### src/verilog/cco_map.vh
// Constants for the card configuration option register block.
// Assumes a 100 MHz system clock; included by bare name.
`ifndef CCO_MAP_VH
`define CCO_MAP_VH

// Attribute memory map
`define CCO_ADDR_W 11
`define CCO_OPTION_ADDR 11'h200

// Option register fields
`define CCO_SOFT_RESET_BIT 7
`define CCO_LEVEL_SEL_BIT 6
`define CCO_INDEX_HI 5
`define CCO_INDEX_LO 0
`define CCO_OPTION_RESET 8'h00

// Decode modes from index bits 1:0
`define CCO_DEC_MEM_LINEAR 2'h0
`define CCO_DEC_IO_LINEAR 2'h1
`define CCO_DEC_IO_PRIMARY 2'h2
`define CCO_DEC_IO_SECONDARY 2'h3

// Host mode encoding
`define CCO_MODE_PCCARD 1'b0
`define CCO_MODE_TRUE_IDE 1'b1

// Interrupt pulse timing
`define CCO_CLK_PERIOD_PS 10000
`define CCO_IRQ_PULSE_PS 500000
`define CCO_IRQ_PULSE_CYC ((`CCO_IRQ_PULSE_PS + `CCO_CLK_PERIOD_PS - 1) / `CCO_CLK_PERIOD_PS)

`endif

### src/verilog/cco_config.v
// Card configuration logic: host mode select, option register, decode mode.
// Assumes host attribute strobes are synchronous single-cycle pulses.
`timescale 1ns/100ps
`include "cco_map.vh"

module cco_config #(
	parameter PULSE_CYC = `CCO_IRQ_PULSE_CYC
) (
	// Clock and reset
	input wire sys_clk_in,
	input wire rst_n_in,
	input wire host_hard_reset_in,
	// Environment sense and processor override
	input wire true_ide_sense_in,
	input wire mode_override_en_in,
	input wire mode_override_val_in,
	// Attribute memory access
	input wire attr_sel_in,
	input wire [10:0] attr_addr_in,
	input wire attr_wr_in,
	input wire attr_rd_in,
	input wire [7:0] attr_wdata_in,
	// Task file interrupt condition
	input wire irq_req_in,
	// Outputs
	output reg [7:0] attr_rdata_out,
	output reg attr_rvalid_out,
	output reg host_mode_out,
	output reg iface_reset_out,
	output reg iface_enable_out,
	output reg [1:0] decode_mode_out,
	output reg io_mode_out,
	output reg [7:0] option_out,
	output wire irq_n_out
);

	////////////////////////////////////////////////////////////////////////////
	// Power-up environment capture
	reg powered;
	reg sensed_mode;
	wire hit;
	wire configured;
	reg [7:0] configuration_option;

	// Strap is caught after reset release, never under reset
	always @(posedge sys_clk_in) begin
		if (!rst_n_in) begin
			powered <= 1'b0;
			sensed_mode <= `CCO_MODE_PCCARD;
		end else if (!powered) begin
			powered <= 1'b1;
			sensed_mode <= true_ide_sense_in;
		end
	end

	// Processor override wins over sensed mode
	always @(posedge sys_clk_in) begin
		if (!rst_n_in)
			host_mode_out <= `CCO_MODE_PCCARD;
		else if (mode_override_en_in)
			host_mode_out <= mode_override_val_in;
		else if (powered)
			host_mode_out <= sensed_mode;
	end

	////////////////////////////////////////////////////////////////////////////
	// Option register in attribute space
	assign hit = attr_sel_in & (attr_addr_in == `CCO_OPTION_ADDR);
	// Hard reset only counts once a mode is settled (configured)
	assign configured = powered;

	always @(posedge sys_clk_in) begin
		if (!rst_n_in) begin
			configuration_option <= `CCO_OPTION_RESET;
		end else if (host_hard_reset_in && configured) begin
			configuration_option <= `CCO_OPTION_RESET;
		end else if (hit && attr_wr_in) begin
			configuration_option <= attr_wdata_in;
		end else if (configuration_option[`CCO_SOFT_RESET_BIT]) begin
			// Soft reset clears other fields, bit itself stays until host writes zero or a hard reset clears it
			configuration_option[`CCO_SOFT_RESET_BIT-1:0] <= 7'h00;
		end
	end

	// Read path: unmapped attribute reads return zero
	always @(posedge sys_clk_in) begin
		if (!rst_n_in) begin
			attr_rdata_out <= 8'h00;
			attr_rvalid_out <= 1'b0;
		end else begin
			attr_rvalid_out <= attr_sel_in & attr_rd_in;
			if (hit && attr_rd_in)
				attr_rdata_out <= configuration_option;
			else
				attr_rdata_out <= 8'h00;
		end
	end

	////////////////////////////////////////////////////////////////////////////
	// Derived interface controls
	always @(posedge sys_clk_in) begin
		if (!rst_n_in) begin
			iface_reset_out <= 1'b1;
			iface_enable_out <= 1'b0;
			decode_mode_out <= `CCO_DEC_MEM_LINEAR;
			io_mode_out <= 1'b0;
			option_out <= `CCO_OPTION_RESET;
		end else begin
			iface_reset_out <= configuration_option[`CCO_SOFT_RESET_BIT] | host_hard_reset_in;
			// Zero index: attribute accesses only
			iface_enable_out <= |configuration_option[`CCO_INDEX_HI:`CCO_INDEX_LO];
			decode_mode_out <= configuration_option[1:0];
			io_mode_out <= (configuration_option[1:0] != `CCO_DEC_MEM_LINEAR);
			option_out <= configuration_option;
		end
	end

	////////////////////////////////////////////////////////////////////////////
	// Interrupt line; request masked while interface is held in reset
	cco_irq_gen #(
		.PULSE_CYC(PULSE_CYC)
	) u_irq (
		.sys_clk_in(sys_clk_in),
		.rst_n_in(rst_n_in),
		.level_mode_in(configuration_option[`CCO_LEVEL_SEL_BIT]),
		.irq_req_in(irq_req_in & ~iface_reset_out),
		.irq_n_out(irq_n_out)
	);

endmodule // cco_config

### src/verilog/cco_irq_gen.v
// Interrupt line generator: level or pulsed, active low.
// Assumes request is a level from the task file logic, synchronous to the clock.
`timescale 1ns/100ps
`include "cco_map.vh"

module cco_irq_gen #(
	parameter PULSE_CYC = `CCO_IRQ_PULSE_CYC
) (
	// Clock and reset
	input wire sys_clk_in,
	input wire rst_n_in,
	// Control
	input wire level_mode_in,
	input wire irq_req_in,
	// Interrupt line
	output reg irq_n_out
);

	////////////////////////////////////////////////////////////////////////////
	reg req_q;
	reg [15:0] pulse_cnt;
	wire req_rise;

	assign req_rise = irq_req_in & ~req_q;

	// Pulse counter runs the full width even if request drops early
	always @(posedge sys_clk_in) begin
		if (!rst_n_in) begin
			req_q <= 1'b0;
			pulse_cnt <= 16'h0000;
			irq_n_out <= 1'b1;
		end else begin
			req_q <= irq_req_in;
			if (level_mode_in) begin
				pulse_cnt <= 16'h0000;
				irq_n_out <= ~irq_req_in;
			end else if (req_rise) begin
				pulse_cnt <= PULSE_CYC[15:0] - 16'h0001;
				irq_n_out <= 1'b0;
			end else if (pulse_cnt != 16'h0000) begin
				pulse_cnt <= pulse_cnt - 16'h0001;
				irq_n_out <= 1'b0;
			end else begin
				irq_n_out <= 1'b1;
			end
		end
	end

endmodule // cco_irq_gen

### config.mk
export PLATFORM = sky130hd
export DESIGN_NAME = cco_config
export DESIGN_NICKNAME = d
export VERILOG_FILES = /design/src/verilog/cco_config.v /design/src/verilog/cco_irq_gen.v
export VERILOG_INCLUDE_DIRS = /design/src /design/src/verilog
export SDC_FILE = /design/constraint.sdc
export NUM_CORES = 1
export LEC_CHECK = 0
export BUFFER_PORTS_ARGS = -buffer_cell sky130_fd_sc_hd__clkbuf_2
export CAP_MARGIN = 20
export CORE_UTILIZATION = 25
export CTS_CLUSTER_DIAMETER = 50
export DETAILED_ROUTE_END_ITERATION = 8
export GPL_TIMING_DRIVEN = 0
export PLACE_DENSITY = 0.53
export SLEW_MARGIN = 25
export SYNTH_ARGS = -nofsm -noshare
export SYNTH_HDL_FRONTEND = slang
export SYNTH_SLANG_ARGS = --single-unit
### constraint.sdc
create_clock -name sys_clk_in -period 3.3 [get_ports sys_clk_in]
set_input_delay 0.99 -clock sys_clk_in [delete_from_list [all_inputs] [get_ports sys_clk_in]]
set_output_delay 0.99 -clock sys_clk_in [all_outputs]
set_load 0.01 [all_outputs]
==> summary.txt, run 1 <==
Status
  – Outcome: finished clean

Timing
  – Fin Setup TNS: 0 ns
  – Final Slew Violations: 0
  – Tcrit/Tclk final: 0.675
  – RSZ-0062 raised after global routing: no
  – Clk_skew: 0.00639 ns
  – Final setup vio count: 0
  – Worst-Margin Slew: 0.582 ns
  – Worst rel slew slack: 0.611
  – Final Hold Viols: 0
  – Fmax: 449 MHz
  – Min Tclk post-route: 2.23 ns

Route
  – Total number of vias: 1,593
  – First-pass DRT Iterations: 4
  – Routed Antenna Nets: 0
  – Wire per inst: 11.8 um
  – Remaining routing DRC violations: 0
  – DRT Wirelength: 4200 um
  – Drt initial violations: 69
  – Vias/cell: 4.47

Power and ir drop
  – Power Dens Cells: 694 mW/mm^2
  – Sequential share of power: 0.431
  – Internal power: 0.00113 W
  – Switch share: 0.333
  – Comb pwr share: 0.301
  – Pleak: 1.13 nW
  – Clock power frac: 0.268
  – Total net switching power: 0.000563 W
  – Worst vdd ir: 0.248 mV

Final layout
  – ANT cells: 0
  – Layout cell share with drive strength beyond 1: 0.296
  – Most frequent cells in the layout: 54 x clkbuf_2, 49 x dfxtp_1, 17 x and2_1
  – Net count, final: 286
  – Finished Cell Area: 0.00244 mm^2
  – Most common cell after layout, fill and taps aside: clkbuf_2
  – Layout area overhead: 26.2%

CTS
  – Worst-Skew Late Latency: 0.31 ns
  – CTS Buf Count: 5
  – Clk sinks: 49
  – H-tree levels: 2
  – Post_cts resized: 0
  – Post-CTS Setup Bufs: 0
  – Longest Clk Path Bufs: 2
  – CTS root buf: clkbuf_8
  – CTS tree: built
  – Worst-path clk slew: 0.10 ns
  – Hold Buf Count CTS: 0

Synth
  – Synthesized area per cell: 9.81 um^2
  – Post-synth EDFFs: 0
  – Post-synth top flop: dfxtp_1
  – Post-synthesis sequential area ratio: 0.508
  – Cell Area, Synth: 0.00193 mm^2
  – Ys async rst share: 0
  – Syn Inst Count: 197
  – Net count after synthesis: 227
  – Synth unique cells: 37
  – Synth Register Bits: 49
  – Ys Warns: 0

Die
  – Core footprint: 0.00737 mm^2
  – Starting density of the core: 0.262
  – FP Rows: 31
  – DIE HEIGHT: 89.9 um
  – IO Count: 53
  – Die area: 0.00808 mm^2
  – Die width: 89.9 um

Setup path
  – CP Capture Type: register
  – Critical path arrival: 2.42 ns
  – CP max FO: 8
  – Reg-to-reg startpoint: u_irq.pulse_cnt[0]$_SDFFE_PP0N_
  – R2r endpoint: u_irq.pulse_cnt[0]$_SDFFE_PP0N_
  – CP Launch Type: register
  – Worst path required time: 3.50 ns
  – Reg-to-reg setup timing slack: 1.07 ns
  – Crit Path Category: reg -> reg
  – R2R cell count: 8

Hold path
  – Endpoint of the worst hold path: u_irq.pulse_cnt[7]$_SDFFE_PP0P_
  – WHS Path Cells: 2
  – Min-Delay Startpoint: u_irq.pulse_cnt[7]$_SDFFE_PP0P_
  – HP Class: reg -> reg

Place
  – Placer Congestion: 0.692
  – Cell area after placement: 0.00232 mm^2
  – Post-DP HPWL: 3070 um
  – Port bufs: 52

Global route
  – Vias in the first global route: 1,575
  – Total grt overflow: 0
  – First-pass GRT wire length: 7130 um
  – Initial antenna violation count: 0
  – Largest net degree at the start of global routing: 18
  – Tot GR Track Use: 0.110

Flow run
  – Max cap viols: 0
-- power by group through the flow --
stage,Clock [W],Sequential [W],Combinational [W]
global placement,0,0.000740,0.000504
floorplan,0,0.000728,0.000397
finish,0.000454,0.000728,0.000509
global route,0.000489,0.000744,0.000577
detailed placement,0,0.000740,0.000510
CTS,0.000470,0.000727,0.000512
-- worst max path at each step --
stage,cells after the start,endpoint,slack (ns),start
detailed placement,5,u_irq.pulse_cnt[13]$_SDFFE_PP0P_,0.46,irq_req_in
global placement,5,u_irq.pulse_cnt[13]$_SDFFE_PP0P_,0.41,irq_req_in
CTS,5,u_irq.pulse_cnt[13]$_SDFFE_PP0P_,0.76,irq_req_in
finish,8,u_irq.pulse_cnt[0]$_SDFFE_PP0N_,1.07,u_irq.pulse_cnt[0]$_SDFFE_PP0N_
global route,8,u_irq.pulse_cnt[0]$_SDFFE_PP0N_,0.92,u_irq.pulse_cnt[0]$_SDFFE_PP0N_
floorplan,4,u_irq.pulse_cnt[13]$_SDFFE_PP0P_,1.03,irq_req_in
-- cell usage after synthesis (3+ instances only) --
library cell | number | share of area
nor2b_1 | 9 | 0.029
a21oi_1 | 12 | 0.031
or4_1 | 7 | 0.027
o21ai_0 | 5 | 0.013
nor3b_1 | 3 | 0.012
or3_1 | 9 | 0.029
nand2b_1 | 3 | 0.0097
mux2i_1 | 12 | 0.062
o31ai_1 | 5 | 0.019
or2_2 | 4 | 0.013
inv_1 | 4 | 0.0078
clkbuf_1 | 3 | 0.0058
nor4_1 | 6 | 0.019
buf_2 | 3 | 0.0078
nor2_1 | 13 | 0.025
dfxtp_1 | 49 | 0.51
and2_1 | 17 | 0.055
nand2_1 | 8 | 0.016
-- stage by stage --
step / setup slack (ns) / cells / utilization / hold slack (ns) / power, W
2_1_floorplan: 1.03 / 197 / - / 0.436 / 0.00113
3_3_place_gp: 0.407 / 348 / 0.314 / 0.472 / 0.00124
3_5_place_dp: 0.456 / 348 / 0.314 / 0.468 / 0.00125
4_1_cts: 0.763 / 356 / 0.330 / 0.491 / 0.00171
5_1_grt: 0.920 / 356 / 0.331 / 0.513 / 0.00181
6_report: 1.07 / 356 / 0.331 / 0.484 / 0.00169
-- worst max-delay path: stages (launching register included) --
cell and delay (ns):
dfxtp_1 0.35, inv_1 0.09, ha_1 0.21, or4b_1 0.44, clkbuf_2 0.18, or4_1 0.47
buf_2 0.18, nor3_2 0.14, a211oi_2 0.06
-- per-layer routing --
layer	vias to the layer above	routed length [um]	share of wire	global-route usage
met5	-	0	0	0
met4	0	62	0.015	0.0457
met3	8	250	0.060	0.0321
met2	45	1940	0.46	0.187
met1	723	1940	0.46	0.128
li1	817	-	-	-
-- state kept, by name, indices dropped and copies added (netlist names) --
| signal | count |
|---|---|
| iface_reset_out | 1 |
| configured | 1 |
| host_mode_out | 1 |
| u_irq.irq_n_out | 1 |
| option_out | 7 |
| configuration_option | 8 |
| decode_mode_out | 1 |
| sensed_mode | 1 |
| u_irq.pulse_cnt | 16 |
| iface_enable_out | 1 |
| u_irq.req_q | 1 |
| attr_rvalid_out | 1 |
| io_mode_out | 1 |
| attr_rdata_out | 8 |
-- logic make-up (layout without fill, tap and decap cells) --
logic type,Yosys count,after routing,share of synthesized area
AOI/OAI and AO/OA,30,30,0.103
adders and majority gates,1,1,0.00648
buffers and inverters,14,74,0.0343
DFF,49,49,0.508
muxes,12,12,0.0622
and+or+nand+nor,91,91,0.286
-- area by class of cell --
class,count,area (um^2)
fillers,798,4930
flip-flops and latches,49,981
multi-input cells,134,890
repair buffers,52,260
well taps,99,124
clock buffers,5,68.8
plain buffers,10,51.3
clock inverters,3,47.5
inverters,4,15.0
Note: power is estimated with default switching activity, not from simulation.
==> inputs of run 2 (changes only) <==
--- a/config.mk
+++ b/config.mk
@@ -12,7 +12,7 @@
 export CTS_CLUSTER_DIAMETER = 50
 export DETAILED_ROUTE_END_ITERATION = 8
 export GPL_TIMING_DRIVEN = 0
-export PLACE_DENSITY = 0.53
+export PLACE_DENSITY = 0.55
 export SLEW_MARGIN = 25
 export SYNTH_ARGS = -nofsm -noshare
 export SYNTH_HDL_FRONTEND = slang
==> constraint.sdc (replaced) <==
create_clock -name sys_clk_in -period 2 [get_ports sys_clk_in]
set_input_delay 0.6 -clock sys_clk_in [delete_from_list [all_inputs] [get_ports sys_clk_in]]
set_output_delay 0.6 -clock sys_clk_in [all_outputs]
set_load 0.01 [all_outputs]
==> run 2 against run 1 <==
The run now ends with negative setup slack left; setup slack got worse by 1.1 ns; total power grew 70%; final cell count is 0.56% higher.
==> summary.txt, run 2 (synthesized netlist as in run 1, its figures left out) <==
Status
  – Outcome: finished, violations left
  – Violated checks: negative setup slack

Global route
  – Tot GR Track Use: 0.112
  – Largest net degree at the start of global routing: 17
  – GRT Max-Usage Layer: met2
  – Global routing usage on met3: 0.0364
  – Initial antenna violation count: 0
  – Total grt overflow: 0
  – Vias in the first global route: 1,558
  – Met2 Use GR: 0.185
  – First-pass GRT wire length: 7400 um
  – Met1 Track Usage GR: 0.139

Route
  – DRT Wirelength: 4300 um
  – Drt initial violations: 62
  – Total number of vias: 1,600
  – Routed Antenna Nets: 0
  – Wire per inst: 12.0 um
  – First-pass DRT Iterations: 4
  – Vias/cell: 4.47
  – Remaining routing DRC violations: 0

Timing
  – Tcrit/Tclk final: 1.03
  – WHS: 0.492 ns
  – Final Hold Viols: 0
  – Clk_skew: 0.00923 ns
  – Fin Setup TNS: -0.0969 ns
  – Final WS setup: -0.0661 ns
  – Min Tclk post-route: 2.07 ns
  – RSZ-0062 raised after global routing: yes
  – Worst-Margin Slew: 0.619 ns
  – Final Slew Violations: 0
  – Fmax: 484 MHz
  – Final setup vio count: 2
  – Worst rel slew slack: 0.586

CTS
  – CTS Buf Count: 5
  – H-tree levels: 2
  – CTS root buf: clkbuf_8
  – Clk sinks: 49
  – Worst-Skew Late Latency: 0.30 ns
  – CTS tree: built
  – Longest Clk Path Bufs: 2
  – Worst-path clk slew: 0.09 ns

Setup path
  – Reg-to-reg startpoint: u_irq.pulse_cnt[1]$_SDFFE_PP0P_
  – CP max FO: 5
  – Critical path arrival: 2.31 ns
  – Crit Path Category: reg -> reg
  – Worst path required time: 2.24 ns
  – CP Capture Type: register
  – Critical Path Source: u_irq.pulse_cnt[1]$_SDFFE_PP0P_
  – CP Launch Type: register

Final layout
  – Layout cell share with drive strength beyond 1: 0.359
  – Most frequent cells in the layout: 52 x clkbuf_2, 46 x dfxtp_1, 17 x and2_1
  – Net count, final: 288
  – ANT cells: 0
  – Most common cell after layout, fill and taps aside: clkbuf_2
  – Largest Register: u_irq.pulse_cnt
  – Max reg flops: 16
  – Utilization after layout: 0.340
  – Largest regs: u_irq.pulse_cnt x16, attr_rdata_out x8, configuration_option x8
  – Layout area overhead: 29.6%

Die
  – Die width: 89.9 um
  – FP Rows: 31
  – Starting density of the core: 0.262
  – Die area: 0.00808 mm^2
  – Core footprint: 0.00737 mm^2
  – IO Count: 53
  – DIE HEIGHT: 89.9 um

Power and ir drop
  – Power Total: 0.00287 W
  – Comb pwr share: 0.367
  – Pleak: 1.13 nW
  – Power Dens Cells: 1150 mW/mm^2
  – Total net switching power: 0.000981 W
  – Internal power: 0.00189 W
  – Clock power frac: 0.209
  – Sequential share of power: 0.424
  – Worst vdd ir: 0.386 mV
  – Switch share: 0.342

Place
  – Post-DP HPWL: 3130 um
  – Port bufs: 52
  – Worst setup slack after placement: -0.442 ns
  – Placer Congestion: 0.744

Hold path
  – Min-Delay Startpoint: u_irq.pulse_cnt[10]$_SDFFE_PP0P_
  – HP Class: reg -> reg

Flow run
  – Max cap viols: 0
[run 2: power by group through the flow]
stage / clock, W / sequential [W] / combinational, W
final: 0.000599 / 0.00122 / 0.00105
after global routing: 0.000665 / 0.00124 / 0.00118
after CTS: 0.000620 / 0.00121 / 0.000991
after global placement: 0 / 0.00122 / 0.000850
after floorplan: 0 / 0.00120 / 0.000676
after detailed placement: 0 / 0.00122 / 0.000864
[run 2: final cells by class]
cell class                 count  area [um^2]
multi-input combinational    134          950
tap                           99          124
inverter                       4         15.0
timing repair buffer          55          283
buffer                         9         57.6
clock buffer                   5         68.8
clock inverter                 3         21.3
sequential                    49          985
fill                         806         4870
[run 2: repair_timing]
| item | 4_1_cts | 5_1_grt |
|---|---|---|
| pin swaps | 1 | 1 |
| gates resized for setup | 12 | 13 |
| setup endpoints to repair | 15 | 14 |
| buffers inserted | 2 | 1 |
| hold buffers | 0 | 0 |
| cloned | 0 | 0 |
[run 2: path summary, 6_finish.rpt]
check                                                   endpoint  slack [ns]  cells after the start
worst max-delay path             u_irq.pulse_cnt[8]$_SDFFE_PP0P_       -0.07                      6
worst min-delay path            u_irq.pulse_cnt[10]$_SDFFE_PP0P_        0.49                      2
worst max register to register   u_irq.pulse_cnt[8]$_SDFFE_PP0P_       -0.07                      6
worst min register to register  u_irq.pulse_cnt[10]$_SDFFE_PP0P_        0.49                      2
[run 2: per-layer routing]
| layer | wire [um] | vias up |
|---|---|---|
| li1 | - | 818 |
| met1 | 1950 | 730 |
| met2 | 2020 | 46 |
| met3 | 283 | 6 |
| met4 | 55 | 0 |
| met5 | 0 | - |
[run 2: critical path, stage by stage (launching register included)]
cell and delay [ns]:
dfxtp_2 0.35, inv_2 0.06, ha_4 0.14, or4b_4 0.50, or4_4 0.44, or3_4 0.39
a21oi_2 0.11
[run 2: through the flow]
| step | cells | cell area, um^2 |
|---|---|---|
| after global placement | 348 | 2320 |
| after CTS | 358 | 2480 |
| after detailed placement | 348 | 2320 |
| after global routing | 358 | 2500 |
| after floorplan | 197 | 1940 |
| final | 358 | 2500 |
==> inputs of run 3 (changes only) <==
--- a/config.mk
+++ b/config.mk
@@ -12,7 +12,7 @@
 export CTS_CLUSTER_DIAMETER = 50
 export DETAILED_ROUTE_END_ITERATION = 8
 export GPL_TIMING_DRIVEN = 0
-export PLACE_DENSITY = 0.55
+export PLACE_DENSITY_LB_ADDON = 0.05
 export SLEW_MARGIN = 25
 export SYNTH_ARGS = -nofsm -noshare
 export SYNTH_HDL_FRONTEND = slang
==> run 3 against run 2 <==
The flow still finishes with violations (negative setup slack); sequential share of layout area decreased by 1.2 points; hold slack got worse by 0.0068 ns; fmax decreased by 0.24%; non-clock buffer count increased by 5; critical endpoint unchanged; largest power group is now combinational logic.
==> summary.txt, run 3 (synthesized netlist as in run 1, its figures left out) <==
CTS
  – Worst-Skew Late Latency: 0.31 ns
  – Worst-path clk slew: 0.10 ns
  – CTS Buf Count: 5
  – CTS tree: built
  – CTS root buf: clkbuf_8
  – Longest Clk Path Bufs: 2
  – Clk sinks: 49
  – Hold Buf Count CTS: 0
  – H-tree levels: 2

Setup path
  – CP Launch Type: register
  – Slowest CP cell: or4b_4
  – Crit Path Category: reg -> reg
  – Critical path arrival: 2.32 ns
  – R2R cell count: 6
  – Reg-to-reg startpoint: u_irq.pulse_cnt[1]$_SDFFE_PP0P_
  – CP max FO: 5
  – CP top delay family: simple AND/OR/NAND/NOR gates
  – Reg-to-reg setup timing slack: -0.07 ns
  – Crit path buffers/inverters: 1
  – CP Capture Type: register
  – Critical path's largest stage delay: 0.51 ns
  – Worst path required time: 2.24 ns
  – Crit-path cells: inv_2 > ha_4 > or4b_4 > or4_4 > or3_4 > a21oi_2
  – R2r endpoint: u_irq.pulse_cnt[8]$_SDFFE_PP0P_

Final layout
  – Largest regs: u_irq.pulse_cnt x16, attr_rdata_out x8, configuration_option x8
  – Max reg flops: 16
  – Most frequent cells in the layout: 52 x clkbuf_2, 45 x dfxtp_1, 17 x and2_1
  – Layout area overhead: 33.9%
  – ANT cells: 0
  – Utilization after layout: 0.351
  – FF/Latch Area: 986 um^2
  – Largest Register: u_irq.pulse_cnt
  – Layout cell share with drive strength beyond 1: 0.394
  – Net count, final: 293
  – Fillers: 811
  – Multi-input logic area: 983 um^2
  – Most common cell after layout, fill and taps aside: clkbuf_2

Place
  – Post-DP HPWL: 3240 um
  – Placer Congestion: 0.695
  – Port bufs: 52

Timing
  – Fmax: 483 MHz
  – Min Tclk post-route: 2.07 ns
  – Worst rel slew slack: 0.606
  – Final WS setup: -0.0711 ns
  – RSZ-0062 raised after global routing: yes
  – Final Slew Violations: 0
  – Clk_skew: 0.00903 ns
  – Final Hold Viols: 0
  – Tcrit/Tclk final: 1.04
  – Worst-Margin Slew: 0.590 ns
  – Final setup vio count: 2

Die
  – Starting density of the core: 0.262
  – Die area: 0.00808 mm^2
  – IO Count: 53
  – FP Rows: 31
  – DIE HEIGHT: 89.9 um
  – Die width: 89.9 um
  – Core footprint: 0.00737 mm^2

Status
  – Outcome: finished, violations left
  – Violated checks: negative setup slack

Power and ir drop
  – Switch share: 0.349
  – Pleak: 1.17 nW
  – Sequential share of power: 0.395
  – Worst vdd ir: 0.277 mV
  – Power Total: 0.00310 W
  – Comb pwr share: 0.402
  – Power Dens Cells: 1200 mW/mm^2
  – Internal power: 0.00202 W
  – Total net switching power: 0.00108 W
  – Clock power frac: 0.203

Global route
  – Vias in the first global route: 1,502
  – First-pass GRT wire length: 7400 um
  – Total grt overflow: 0
  – Tot GR Track Use: 0.116
  – Largest net degree at the start of global routing: 18
  – Initial antenna violation count: 0

Flow run
  – Max cap viols: 0

Route
  – Wire per inst: 12.8 um
  – DRT Wirelength: 4650 um
  – Remaining routing DRC violations: 0
  – Vias/cell: 4.38
  – Routed Antenna Nets: 0
  – Total number of vias: 1,589
  – Drt initial violations: 41
  – First-pass DRT Iterations: 4

Hold path
  – HP Class: reg -> reg
  – Endpoint of the worst hold path: attr_rdata_out[1]$_SDFF_PN0_
  – WHS Path Cells: 1
  – Min-Delay Startpoint: configuration_option[1]$_SDFFE_PP0P_
## run 3: repair_timing
item | in CTS | in global routing
hold endpoints to repair | 0 | 0
pin swaps | 1 | 4
endpoints found under the setup margin | 13 | 15
gates resized for setup | 10 | 24
setup buffers | 4 | 4
## run 3: power by group through the flow
stage,Combinational [W],Clock (W),Sequential [W]
floorplan,0.000676,0,0.00120
global placement,0.000886,0,0.00123
detailed placement,0.000891,0,0.00123
CTS,0.00103,0.000649,0.00121
global route,0.00138,0.000692,0.00125
finish,0.00125,0.000629,0.00123
## run 3: metrics by stage
step	std cells	setup WS, ns	area [um^2]	TNS (ns)	hold slack [ns]
floorplan	197	-0.0274	1940	-0.0274	0.436
global placement	348	-0.595	2320	-6.75	0.467
detailed placement	348	-0.189	2330	-2.57	0.455
CTS	360	-0.0781	2490	-0.404	0.493
global route	363	-0.119	2590	-0.458	0.503
finish	363	-0.0711	2590	-0.0786	0.485
## run 3: per-layer routing
layer  global-route usage  vias up  part of all wire
met5                    0        -                 0
met1                0.149      735              0.48
met3               0.0288        4             0.030
met2                0.190       23              0.48
met4               0.0363        0            0.0090
li1                     -      827                 -
## run 3: layout make-up
cell class                      count  share of cell area
Timing Repair Buffer               60               0.124
Tap cell                           99              0.0479
Clock inverter                      3              0.0102
Sequential cell                    49               0.381
Multi-Input combinational cell    134               0.380
Buffer                              9              0.0247
Clock buffer                        5              0.0266
Inverter                            4             0.00580
## run 3: how the worst max path moves through the flow
stage,startpoint,slack [ns],cells after the start,endpoint
after floorplan,u_irq.pulse_cnt[0]$_SDFFE_PP0N_,-0.03,7,u_irq.pulse_cnt[8]$_SDFFE_PP0P_
after CTS,u_irq.pulse_cnt[1]$_SDFFE_PP0P_,-0.08,7,u_irq.pulse_cnt[8]$_SDFFE_PP0P_
after global placement,irq_req_in,-0.59,5,u_irq.pulse_cnt[13]$_SDFFE_PP0P_
after global routing,u_irq.pulse_cnt[0]$_SDFFE_PP0N_,-0.12,6,u_irq.pulse_cnt[8]$_SDFFE_PP0P_
final,u_irq.pulse_cnt[1]$_SDFFE_PP0P_,-0.07,6,u_irq.pulse_cnt[8]$_SDFFE_PP0P_
after detailed placement,irq_req_in,-0.19,5,u_irq.pulse_cnt[13]$_SDFFE_PP0P_
